--- src/include/acs_defs.svh ---
`ifndef ACS_DEFS_SVH
`define ACS_DEFS_SVH
// Register byte offsets
`define ACS_OFF_CTRL      8'h00
`define ACS_OFF_SELECT    8'h04
`define ACS_OFF_STATUS    8'h08
`define ACS_OFF_RESULT    8'h0c
`define ACS_OFF_SLEEP     8'h10
// Control fields
`define ACS_CTRL_EN       0
`define ACS_CTRL_START    1
`define ACS_CTRL_AUTO     2
`define ACS_CTRL_DONE     3
`define ACS_CTRL_IE       4
`define ACS_CTRL_FREE     5
`define ACS_CTRL_DIFF     6
`define ACS_CTRL_PS_LO    8
`define ACS_PS_W          3
// Select fields
`define ACS_CH_W          5
`define ACS_REF_LO        5
`define ACS_REF_W         2
// Timing in half converter cycles
`define ACS_H_FIRST_TOTAL 8'd50
`define ACS_H_NORM_TOTAL  8'd26
`define ACS_H_AUTO_TOTAL  8'd27
`define ACS_H_DIFF_TOTAL  8'd28
`define ACS_H_FIRST_SH    8'd29
`define ACS_H_NORM_SH     8'd3
`define ACS_H_AUTO_SH     8'd4
`define ACS_H_DIFF_SH     8'd5
`define ACS_FULL_SCALE    10'h3ff
`define ACS_RESET_WORD    32'h00000000
`endif

--- src/include/acs_pkg.sv ---
package acs_pkg;
  typedef enum logic [2:0] {
    ACS_IDLE = 3'b001,
    ACS_ALIGN = 3'b010,
    ACS_RUN  = 3'b100
  } acs_state_e;
  typedef struct packed {
    logic [1:0] reference_select;
    logic [4:0] channel_select;
  } acs_sel_s;
  typedef struct packed {
    logic       sample_hold;
    logic       conv_active;
    acs_sel_s   sel;
  } acs_core_s;
endpackage

--- src/acs_sequencer.sv ---
`timescale 1ns/10ps
`include "acs_defs.svh"
module acs_sequencer
  import acs_pkg::*;
(
  // Clock and reset
  input  wire logic          hclk,
  input  wire logic          hresetn,
  // AHB-Lite slave
  input  wire logic          hsel,
  input  wire logic [7:0]    haddr,
  input  wire logic [1:0]    htrans,
  input  wire logic          hwrite,
  input  wire logic [2:0]    hsize,
  input  wire logic [31:0]   hwdata,
  input  wire logic          hready,
  output logic      [31:0]   hrdata,
  output logic               hreadyout,
  output logic               hresp,
  // Trigger and sleep inputs from pins
  input  wire logic          trigger_in,
  input  wire logic          cpu_halted,
  // Analog core
  input  wire logic [9:0]    core_result,
  input  wire logic          core_over_ref,
  output acs_pkg::acs_core_s core_ctrl,
  output logic               half_rate_phase_clock,
  // Completion request
  output logic               done_irq_req
);
  import acs_pkg::*;

  logic              en_reg, start_reg, auto_reg, done_reg, ie_reg, free_reg, diff_reg;
  logic [2:0]        ps_sel_reg;
  acs_sel_s          temp_sel_reg, act_sel_reg;
  logic [9:0]        result_reg;
  logic [1:0]        sleep_mode_reg;
  logic              first_reg, phase_reg, half_reg, auto_conv_reg, sleep_conv_reg;
  logic [7:0]        hcnt_reg, total_reg, sh_reg;
  logic [7:0]        ps_cnt_reg;
  acs_state_e        state_reg;
  logic [2:0]        trig_sync_reg, halt_sync_reg;
  logic              sh_reg_out, irq_reg;
  logic              wr_pend_reg;
  logic [7:0]        wr_addr_reg;

  // AHB address phase capture
  // Only whole-word transfers are taken; other sizes are ignored
  wire        ahb_go     = hsel & hready & htrans[1] & (hsize == 3'h2);
  wire        ahb_wr     = ahb_go & hwrite;
  wire        wr_ctrl    = wr_pend_reg & (wr_addr_reg == `ACS_OFF_CTRL);
  wire        wr_sel     = wr_pend_reg & (wr_addr_reg == `ACS_OFF_SELECT);
  wire        wr_sleep   = wr_pend_reg & (wr_addr_reg == `ACS_OFF_SLEEP);

  // Prescaler tick is the converter clock
  wire [7:0]  ps_limit   = 8'(1 << ps_sel_reg) - 8'd1;
  wire        ps_tick    = en_reg & (ps_cnt_reg >= ps_limit);
  // Half-cycle step: a mid-period pulse plus the tick itself, so that
  // the 13.5-cycle triggered conversion ends exactly on its half cycle.
  // Prescale 0 has no mid point; it then steps by two on each tick,
  // which cannot show a half cycle, a limit users of that setting accept
  wire [7:0]  ps_mid     = ps_limit >> 1;
  wire        half_tick  = en_reg & (ps_limit != 8'h00) & (ps_cnt_reg == ps_mid);
  wire [7:0]  tick_step  = (ps_limit == 8'h00) ? 8'd2 : 8'd1;
  wire [7:0]  step       = ps_tick ? tick_step : (half_tick ? 8'd1 : 8'd0);
  wire        stepping   = ps_tick | half_tick;
  // Bit 0 only feeds bit 1; logic reads from bit 1 on, never the first flop
  wire        trig_sync  = trig_sync_reg[1];
  wire        trig_rise  = trig_sync & ~trig_sync_reg[2];
  wire        halt_rise  = halt_sync_reg[1] & ~halt_sync_reg[2];
  // Auto trigger only starts a conversion when idle and flag clear
  wire        auto_go    = en_reg & auto_reg & trig_rise & (state_reg == ACS_IDLE) & ~done_reg;
  // Noise-canceler start in idle or noise-reduction sleep
  wire        sleep_ok   = (sleep_mode_reg != 2'd0) & en_reg & ~auto_reg & ie_reg;
  wire        sleep_go   = sleep_ok & halt_rise & (state_reg == ACS_IDLE) & ~start_reg;
  wire        wr_start   = wr_ctrl & hwdata[`ACS_CTRL_START] & en_reg;
  wire        last_half  = (state_reg == ACS_RUN) & (hcnt_reg + 8'd2 >= total_reg);
  // Completion falls on the step that reaches the total, not one later
  wire        finish     = (state_reg == ACS_RUN) & stepping & (hcnt_reg + step >= total_reg);
  wire        free_again = finish & free_reg & auto_reg;
  wire        can_start  = (state_reg == ACS_IDLE) & start_reg & ps_tick;
  wire [9:0]  sat_result = core_over_ref & ~diff_reg ? `ACS_FULL_SCALE : core_result;

  always_ff @(posedge hclk or negedge hresetn)
  begin
    if (!hresetn)
    begin
      trig_sync_reg <= 3'h0;
      halt_sync_reg <= 3'h0;
      wr_pend_reg   <= 1'b0;
      wr_addr_reg   <= 8'h00;
    end
    else
    begin
      trig_sync_reg <= {trig_sync_reg[1:0], trigger_in};
      halt_sync_reg <= {halt_sync_reg[1:0], cpu_halted};
      wr_pend_reg   <= ahb_wr;
      wr_addr_reg   <= ahb_go ? haddr : wr_addr_reg;
    end
  end

  // Prescaler: held reset while disabled or on trigger
  // Reset on trigger gives a fixed delay from trigger edge to sampling
  always_ff @(posedge hclk or negedge hresetn)
  begin
    if (!hresetn)
      ps_cnt_reg <= 8'h00;
    else if (!en_reg || auto_go || ps_tick)
      ps_cnt_reg <= 8'h00;
    else
      ps_cnt_reg <= ps_cnt_reg + 8'd1;
  end

  // Half-rate phase toggles every converter clock
  always_ff @(posedge hclk or negedge hresetn)
  begin
    if (!hresetn)
      phase_reg <= 1'b0;
    else if (!en_reg)
      phase_reg <= 1'b0;
    else if (ps_tick)
      phase_reg <= ~phase_reg;
  end

  // Control and software registers
  always_ff @(posedge hclk or negedge hresetn)
  begin
    if (!hresetn)
    begin
      en_reg <= 1'b0;
      auto_reg <= 1'b0;
      ie_reg <= 1'b0;
      free_reg <= 1'b0;
      diff_reg <= 1'b0;
      ps_sel_reg <= 3'h0;
      temp_sel_reg <= '0;
      sleep_mode_reg <= 2'h0;
    end
    else
    begin
      if (wr_ctrl)
      begin
        // Sleep never clears enable by itself
        en_reg <= hwdata[`ACS_CTRL_EN];
        auto_reg <= hwdata[`ACS_CTRL_AUTO];
        ie_reg <= hwdata[`ACS_CTRL_IE];
        free_reg <= hwdata[`ACS_CTRL_FREE];
        diff_reg <= hwdata[`ACS_CTRL_DIFF];
        ps_sel_reg <= hwdata[`ACS_CTRL_PS_LO +: `ACS_PS_W];
      end
      // Temporary copy always writable
      if (wr_sel)
        temp_sel_reg <= hwdata[6:0];
      if (wr_sleep)
        sleep_mode_reg <= hwdata[1:0];
    end
  end

  // Sequencer
  always_ff @(posedge hclk or negedge hresetn)
  begin
    if (!hresetn)
    begin
      state_reg <= ACS_IDLE;
      start_reg <= 1'b0;
      done_reg <= 1'b0;
      first_reg <= 1'b1;
      hcnt_reg <= 8'h00;
      total_reg <= 8'h00;
      sh_reg <= 8'h00;
      half_reg <= 1'b0;
      auto_conv_reg <= 1'b0;
      sleep_conv_reg <= 1'b0;
      result_reg <= 10'h000;
      act_sel_reg <= '0;
      irq_reg <= 1'b0;
    end
    else
    begin
      irq_reg <= 1'b0;
      // Follow the temporary copy unless locked
      if (state_reg == ACS_IDLE || last_half)
        act_sel_reg <= temp_sel_reg;
      // Done flag: set wins over software clear
      if (wr_ctrl && hwdata[`ACS_CTRL_DONE])
        done_reg <= 1'b0;
      if (!en_reg)
      begin
        state_reg <= ACS_IDLE;
        start_reg <= 1'b0;
        first_reg <= 1'b1;
        hcnt_reg <= 8'h00;
      end
      else
      begin
        if (wr_start || auto_go || sleep_go)
          start_reg <= 1'b1;
        if (auto_go)
          auto_conv_reg <= 1'b1;
        if (sleep_go)
          sleep_conv_reg <= 1'b1;
        unique case (state_reg)
          ACS_IDLE:
          begin
            // Start on next converter edge
            if (can_start)
            begin
              hcnt_reg <= 8'h00;
              half_reg <= 1'b0;
              if (first_reg)
              begin
                total_reg <= `ACS_H_FIRST_TOTAL;
                sh_reg <= `ACS_H_FIRST_SH;
              end
              else if (auto_conv_reg)
              begin
                total_reg <= `ACS_H_AUTO_TOTAL;
                sh_reg <= `ACS_H_AUTO_SH;
              end
              else if (diff_reg && phase_reg)
              begin
                total_reg <= `ACS_H_DIFF_TOTAL;
                sh_reg <= `ACS_H_DIFF_SH;
              end
              else
              begin
                total_reg <= `ACS_H_NORM_TOTAL;
                sh_reg <= `ACS_H_NORM_SH;
              end
              state_reg <= ACS_RUN;
            end
          end
          ACS_ALIGN:
            state_reg <= ACS_RUN;
          ACS_RUN:
          begin
            // Two half-cycle steps per converter clock, one double step at prescale 0
            hcnt_reg <= hcnt_reg + step;
            if (finish)
            begin
              result_reg <= sat_result;
              done_reg <= 1'b1;
              irq_reg <= ie_reg | sleep_conv_reg;
              first_reg <= 1'b0;
              auto_conv_reg <= 1'b0;
              sleep_conv_reg <= 1'b0;
              hcnt_reg <= 8'h00;
              if (free_again)
              begin
                // Restart already uses the frozen selection
                // Diff timing is taken at restart in diff mode without looking at the phase
                total_reg <= diff_reg ? `ACS_H_DIFF_TOTAL : `ACS_H_NORM_TOTAL;
                sh_reg <= diff_reg ? `ACS_H_DIFF_SH : `ACS_H_NORM_SH;
              end
              else
              begin
                start_reg <= 1'b0;
                state_reg <= ACS_IDLE;
              end
            end
          end
          default:
            state_reg <= ACS_IDLE;
        endcase
      end
    end
  end

  // Hold strobe stands for the step just before the hold instant
  // Registered so the core sees a clean strobe with no decode glitches
  always_ff @(posedge hclk or negedge hresetn)
  begin
    if (!hresetn)
      sh_reg_out <= 1'b0;
    else
      sh_reg_out <= (state_reg == ACS_RUN) & (hcnt_reg + 8'd1 >= sh_reg) & (hcnt_reg < sh_reg);
  end

  // Read mux
  // Address kept from the address phase; data stands through the data
  // phase since the slave never inserts wait states
  logic [7:0] rd_addr_reg;
  always_ff @(posedge hclk or negedge hresetn)
  begin
    if (!hresetn)
      rd_addr_reg <= 8'h00;
    else if (ahb_go)
      rd_addr_reg <= haddr;
  end

  wire [31:0] rd_ctrl   = {21'h0, ps_sel_reg, 1'b0, diff_reg, free_reg, ie_reg, done_reg,
                           auto_reg, start_reg, en_reg};
  wire [31:0] rd_sel    = {25'h0, temp_sel_reg};
  wire [31:0] rd_status = {21'h0, act_sel_reg, phase_reg, first_reg, sh_reg_out,
                           state_reg == ACS_RUN};
  wire [31:0] rd_data   = (rd_addr_reg == `ACS_OFF_CTRL)   ? rd_ctrl :
                          (rd_addr_reg == `ACS_OFF_SELECT) ? rd_sel :
                          (rd_addr_reg == `ACS_OFF_STATUS) ? rd_status :
                          (rd_addr_reg == `ACS_OFF_RESULT) ? {22'h0, result_reg} :
                          (rd_addr_reg == `ACS_OFF_SLEEP)  ? {30'h0, sleep_mode_reg} :
                          `ACS_RESET_WORD;


  // Bus answers at once; no error response exists in this block
  assign hrdata                = rd_data;
  assign hreadyout             = 1'b1;
  assign hresp                 = 1'b0;
  assign half_rate_phase_clock = phase_reg;
  assign done_irq_req          = irq_reg;
  assign core_ctrl.sel         = act_sel_reg;
  assign core_ctrl.conv_active = state_reg == ACS_RUN;
  assign core_ctrl.sample_hold = sh_reg_out;
endmodule

--- config.mk ---
export PLATFORM = sky130hd
export DESIGN_NAME = acs_sequencer
export DESIGN_NICKNAME = d
export VERILOG_FILES = /design/src/include/acs_pkg.sv /design/src/acs_sequencer.sv
export VERILOG_INCLUDE_DIRS = /design/src /design/src/include
export SDC_FILE = /design/constraint.sdc
export NUM_CORES = 1
export LEC_CHECK = 0
export ABC_AREA = 1
export BUFFER_PORTS_ARGS = -buffer_cell sky130_fd_sc_hd__buf_2
export CAP_MARGIN = 20
export CORE_ASPECT_RATIO = 0.7
export CORE_UTILIZATION = 55
export DETAILED_ROUTE_END_ITERATION = 16
export MAX_ROUTING_LAYER = met4
export PLACE_DENSITY = 0.86
export SKIP_CTS_REPAIR_TIMING = 1
export SYNTH_ARGS = -nofsm -noshare
export SYNTH_HDL_FRONTEND = slang
export SYNTH_SLANG_ARGS = --single-unit
--- constraint.sdc ---
create_clock -name hclk -period 6.3 [get_ports hclk]
set_clock_uncertainty 0.05 [all_clocks]
set_input_delay 1.575 -clock hclk [delete_from_list [all_inputs] [get_ports hclk]]
set_output_delay 1.575 -clock hclk [all_outputs]
set_load 0.01 [all_outputs]
==> flow_summary.toml, run 1 <==
[status]
outcome = "complete, no violations"

[route]
ant_nets = 0
drt-total-wl_um = 12000
avgRoutedWirePerCell_um = 14.9
route.detailed.drc = 0
drtPass1Iterations = 5
viasPerCell = 5.45
drtIter0Drc = 506
vias = 4384

[critical_path]
ff2ff_setup_slack_ps = 950
cp-startpoint = "ps_sel_reg[1]"
required_ps = 6520
worstPathArrival_ps = 5570
crit_slowest_cell = "dfrtp_1"
path_class = "reg2reg"
end_kind = "flip-flop"
critPathCapture = "result_reg[5]"
regToRegStartpoint = "ps_sel_reg[1]"
path_common_cell = "nand2_1"
worstSetupStartpointType = "flip-flop"
r2r.worst_path.cells = 35
crit_path_max_incr_delay_ps = 460
crit_fanout = 18
worst_r2r_endpoint = "result_reg[5]"

[cells_and_area]
stdcell_count = 805
antenna_cells = 0
nets = 778
drive_gt1_share_pct = 17.4
finish.utilization_pct = 65.7
largest_register_ffs = 10
area_delta_synth_final_pct = 12.6
multi_input_area_um2 = 2450
register_area_um2 = 2100
fillers = 698

[synth]
yosysMostFrequentCell = "nand2_1"
synthCells = 615
ys_top_cells_by_count = "nand2_1, inv_1, dfrtp_1"
synth_area_per_cell_um2 = 8.27
synthTopCellsByArea = "dfrtp_1, nand2_1, ha_1"
yosys.area.top_type = "dfrtp_1"
synth_seq_cells = 84
synth-edff-count = 0
seq_area_frac_synth_pct = 41.4
synthFlopType = "dfrtp_1"
synth_top_area_share_pct = 40.3
synthArstFlopShare_pct = 100
synth_cell_type_count = 48
ys_warn_count = 0
synthesis.area_um2 = 5090

[floorplanning]
die-height_um = 82.5
row_count = 28
num_io_pins = 108
die-area_um2 = 9640
initial_core_util_pct = 58.3
die_x_um = 117
core_um2 = 8720

[clock_tree]
cts.clk_slew.worst_paths_ps = 70
cts_buffer_depth = 2
numCtsBuffers = 9
clock-sinks = 84
h-tree-depth = 3
clk_latency_ps = 340
cts_tree = "yes"
cts_root_buf = "clkbuf_16"

[sta]
slew_headroom_pct = 38.3
slew_viol_final = 0
setup_tns_ps = 0
tightest_slew_ps = 917
holdWs_ps = 298
rsz0062_at_grt = "false"
fin_crit_ps = 5350
period_share_pct = 84.9
max_freq_mhz = 187
hold_viol = 0
finalSetupViolations = 0

[global_routing]
grt_util_all_layers_pct = 27.9
grt_pass1_wl_um = 19500
antenna_found_initial = 0
first_global_vias = 4156
grt_max_degree = 85
overflow = 0

[placement]
dp_hpwl_um = 9020
place_inst = 788
gp_congestion = 0.923
port_buffers = 61

[run]
cap_viol_max_count = 0

[power]
fin_total_pwr_mw = 1.39
p_leak_nw = 3.06
irDropWorstVdd_uv = 240
power.density_nw_per_um2 = 242

[min_path]
hold_class = "reg2reg"
## metrics by stage
step	area [um^2]	setup WS (ps)
global route	5730	520
CTS	5700	989
detailed placement	5420	1260
finish	5730	952
global placement	5420	1340
floorplan	5170	1850
## cell type report
class,instances,area share (%)
Inverter,102,6.73
Timing Repair Buffer,64,6.11
Multi-Input combinational cell,419,42.8
Tap cell,120,2.62
Clock buffer,10,4.17
Clock inverter,6,0.808
Sequential cell,84,36.7
## routing by layer
layer | share of wire (%) | GRT usage (%) | wire length, um
met5 | 0 | - | 0
met4 | 1.5 | 5.70 | 178
met3 | 10 | 9.64 | 1200
met2 | 44 | 43.2 | 5210
met1 | 45 | 35.8 | 5370
## worst max-delay path: cells and delay by family, from the launching register on
family | cells | cell delay [ps]
AO/OA/AOI/OAI | 5 | 790
XOR/XNOR | 2 | 460
adder cells (fa/ha/maj) | 5 | 1450
buffers and inverters | 6 | 620
flip-flops | 1 | 460
AND/OR/NAND/NOR | 17 | 1430
## power breakdown
group / internal (mW) / switching [mW] / leakage (nW) / total [mW]
Combinational: 0.104 / 0.162 / 1.97 / 0.266
Clock: 0.281 / 0.225 / 0.135 / 0.505
Sequential: 0.576 / 0.0397 / 0.951 / 0.616
## how the worst min path moves through the flow
| stage | startpoint | to | slack, ps | cells after the start |
|---|---|---|---|---|
| after detailed placement | trig_sync_reg[0] | trig_sync_reg[1] | 290 | 0 |
| after floorplan | halt_sync_reg[0] | halt_sync_reg[1] | 280 | 0 |
| after global routing | trig_sync_reg[0] | trig_sync_reg[1] | 320 | 0 |
| after CTS | trig_sync_reg[0] | trig_sync_reg[1] | 300 | 0 |
| final | trig_sync_reg[0] | trig_sync_reg[1] | 300 | 0 |
| after global placement | trig_sync_reg[0] | trig_sync_reg[1] | 280 | 0 |
## cell usage in the layout, fill, tap and decap left out, types with 2 or more instances in the layout
master	count
o21ai_2	7
o211ai_1	4
buf_2	60
o2111ai_1	5
a21oi_2	3
xor2_1	15
nor2_1	47
conb_1	23
dfstp_2	2
xnor2_1	3
inv_1	97
a21boi_0	4
o21a_1	3
clkinvlp_4	2
o221ai_1	2
nor2_2	3
nor3_2	2
nand3_1	26
inv_2	3
mux2_2	5
buf_4	3
o21ai_0	38
nand3_2	2
a21oi_1	17
nor3_1	8
nand2_1	121
nand4_1	6
nand2_2	5
o21bai_1	2
ha_1	34
o21ai_1	7
nor4_1	4
nor3b_1	3
inv_6	2
clkbuf_16	9
dfrtp_1	82
o22ai_1	8
nand2_4	3
## logic make-up (layout without fill, tap and decap cells)
| kind of cell | after synthesis | in the layout | synth area share (%) |
|---|---|---|---|
| compound gates | 104 | 104 | 12.8 |
| flops | 84 | 84 | 41.4 |
| mux | 5 | 5 | 1.11 |
| buf+inv | 133 | 182 | 12.0 |
| fa+ha+maj | 35 | 35 | 8.76 |
| xor+xnor | 19 | 19 | 3.42 |
| other cells | 2 | 23 | 0.148 |
| simple gates | 233 | 233 | 20.5 |
(Power assumes the default switching activity.)
==> run 2, diff against run 1 <==
--- a/config.mk
+++ b/config.mk
@@ -10,10 +10,10 @@
 export BUFFER_PORTS_ARGS = -buffer_cell sky130_fd_sc_hd__buf_2
 export CAP_MARGIN = 20
 export CORE_ASPECT_RATIO = 0.7
-export CORE_UTILIZATION = 55
+export CORE_UTILIZATION = 50
 export DETAILED_ROUTE_END_ITERATION = 16
 export MAX_ROUTING_LAYER = met4
-export PLACE_DENSITY = 0.86
+export PLACE_DENSITY = 0.83
 export SKIP_CTS_REPAIR_TIMING = 1
 export SYNTH_ARGS = -nofsm -noshare
 export SYNTH_HDL_FRONTEND = slang
==> constraint.sdc (replaced) <==
create_clock -name hclk -period 4.7 [get_ports hclk]
set_clock_uncertainty 0.05 [all_clocks]
set_input_delay 1.175 -clock hclk [delete_from_list [all_inputs] [get_ports hclk]]
set_output_delay 1.175 -clock hclk [all_outputs]
set_load 0.01 [all_outputs]
==> flow_summary.toml, run 2 (synthesized netlist as in run 1, its figures left out) <==
[cells_and_area]
largest_register_ffs = 10
layout_commonest_cell = "nand2_1"
area_delta_synth_final_pct = 18.1
final_cell_mix = "nand2_1, inv_1, dfrtp_1"
drive_gt1_share_pct = 22.3
fin_area_um2 = 6010
antenna_cells = 0
nets = 792
stdcell_count = 827

[power]
power.density_nw_per_um2 = 319
p_switching_mw = 0.600
pwr-share-seq_pct = 43.3
p_leak_nw = 3.14
power_frac_comb_pct = 20.4
pwr-share-clk_pct = 36.3
irDropWorstVdd_uv = 312
p_sw_share_pct = 31.3
fin_total_pwr_mw = 1.91
p_int_mw = 1.31

[sta]
finalSetupViolations = 0
max_freq_mhz = 221
hold_viol = 0
slew_viol_final = 0
holdWs_ps = 308
slew_headroom_pct = 37.2
tightest_slew_ps = 933
rsz0062_at_grt = "true"
fin_crit_ps = 4530
setup_tns_ps = 0
period_share_pct = 96.4

[global_routing]
overflow = 0
grtUsageMet3_pct = 7.24
grt_util_all_layers_pct = 25.5
grt_max_degree = 85
use_met2_pct = 36.9
first_global_vias = 4167
busiest_layer = "met2"
globalRouteMet1Util_pct = 35.2
grt_pass1_wl_um = 20100
antenna_found_initial = 0

[clock_tree]
clock-sinks = 84
cts.clk_slew.worst_paths_ps = 70
h-tree-depth = 3
cts_tree = "yes"
numCtsBuffers = 9
clk_latency_ps = 350
cts_buffer_depth = 2
cts_root_buf = "clkbuf_16"

[floorplanning]
initial_core_util_pct = 51.9
core_um2 = 9800
num_io_pins = 108
die-height_um = 86.4
die_x_um = 123
row_count = 30
die-area_um2 = 10600

[placement]
gp_congestion = 0.938
dpl-instance-area_um2 = 5490
place_inst = 805
port_buffers = 61
dp_hpwl_um = 8990

[route]
viasPerCell = 5.39
drtPass1Iterations = 5
route.detailed.drc = 0
drtIter0Drc = 380
drt-total-wl_um = 12300
avgRoutedWirePerCell_um = 14.9
ant_nets = 0
vias = 4454

[critical_path]
crit_slowest_cell = "fa_2"
r2r.worst_path.cells = 34
worstPathArrival_ps = 4720
required_ps = 4890
worstSetupStartpointType = "flip-flop"
regToRegStartpoint = "ps_sel_reg[1]"
end_kind = "flip-flop"
cp-startpoint = "ps_sel_reg[1]"
crit_fanout = 9
path_common_cell = "nand2_1"
crit_path_max_incr_delay_ps = 480
path_class = "reg2reg"

[run]
cap_viol_max_count = 0

[min_path]
whs_path_depth = 0
min_from = "halt_sync_reg[0]"
hold_class = "reg2reg"

[status]
outcome = "complete, no violations"
## run 2: changes by cell type in the layout (fill, tap and decap cells not counted), moves of 3 or more
cell,delta
nand2_2,+5
o21ai_2,+3
o21ai_0,-5
nand2_1,-6
nor2_1,-3
buf_4,+11
ha_1,-3
ha_4,+3
## run 2: through the flow
stage | util, % | setup WS [ps]
after floorplan | - | 251
after global placement | 56.1 | 93.7
after detailed placement | 56.1 | -52.9
after CTS | 59.0 | -62.1
after global routing | 61.3 | -152
final | 61.3 | 168
## run 2: power by group through the flow
stage	Clock (mW)	Combinational (mW)	Sequential (mW)
after floorplan	0	0.257	0.826
final	0.694	0.391	0.830
after global routing	0.731	0.445	0.840
after global placement	0	0.345	0.835
after CTS	0.697	0.365	0.828
after detailed placement	0	0.362	0.840
## run 2: cell type report
class	instances	area, um^2
Sequential cell	84	2100
Inverter	102	390
Clock buffer	10	239
Tap cell	128	160
Fill cell	784	3790
Clock inverter	6	51.3
Multi-Input combinational cell	419	2590
Timing Repair Buffer	78	470
## run 2: metal layers
layer / vias to the layer above / share of wire (%)
met5: - / 0
met4: 0 / 1.2
met3: 16 / 9.4
met2: 232 / 46
met1: 2105 / 43
li1: 2101 / -
## run 2: path summary, 6_finish.rpt
check                              endpoint  slack, ps
max                            total_reg[2]        170
min in group asynchronous         sh_reg[0]        610
min                        halt_sync_reg[1]        310
max in group asynchronous      state_reg[0]       3340
min reg2reg                halt_sync_reg[1]        310
max reg2reg                    total_reg[2]        170
## run 2: worst max-delay path: cells and delay by family, from the launching register on
| family | cells | cell delay [ps] |
|---|---|---|
| AO/OA/AOI/OAI | 4 | 530 |
| adder cells (fa/ha/maj) | 5 | 1440 |
| buffers and inverters | 3 | 380 |
| flip-flops | 1 | 390 |
| AND/OR/NAND/NOR | 22 | 1600 |
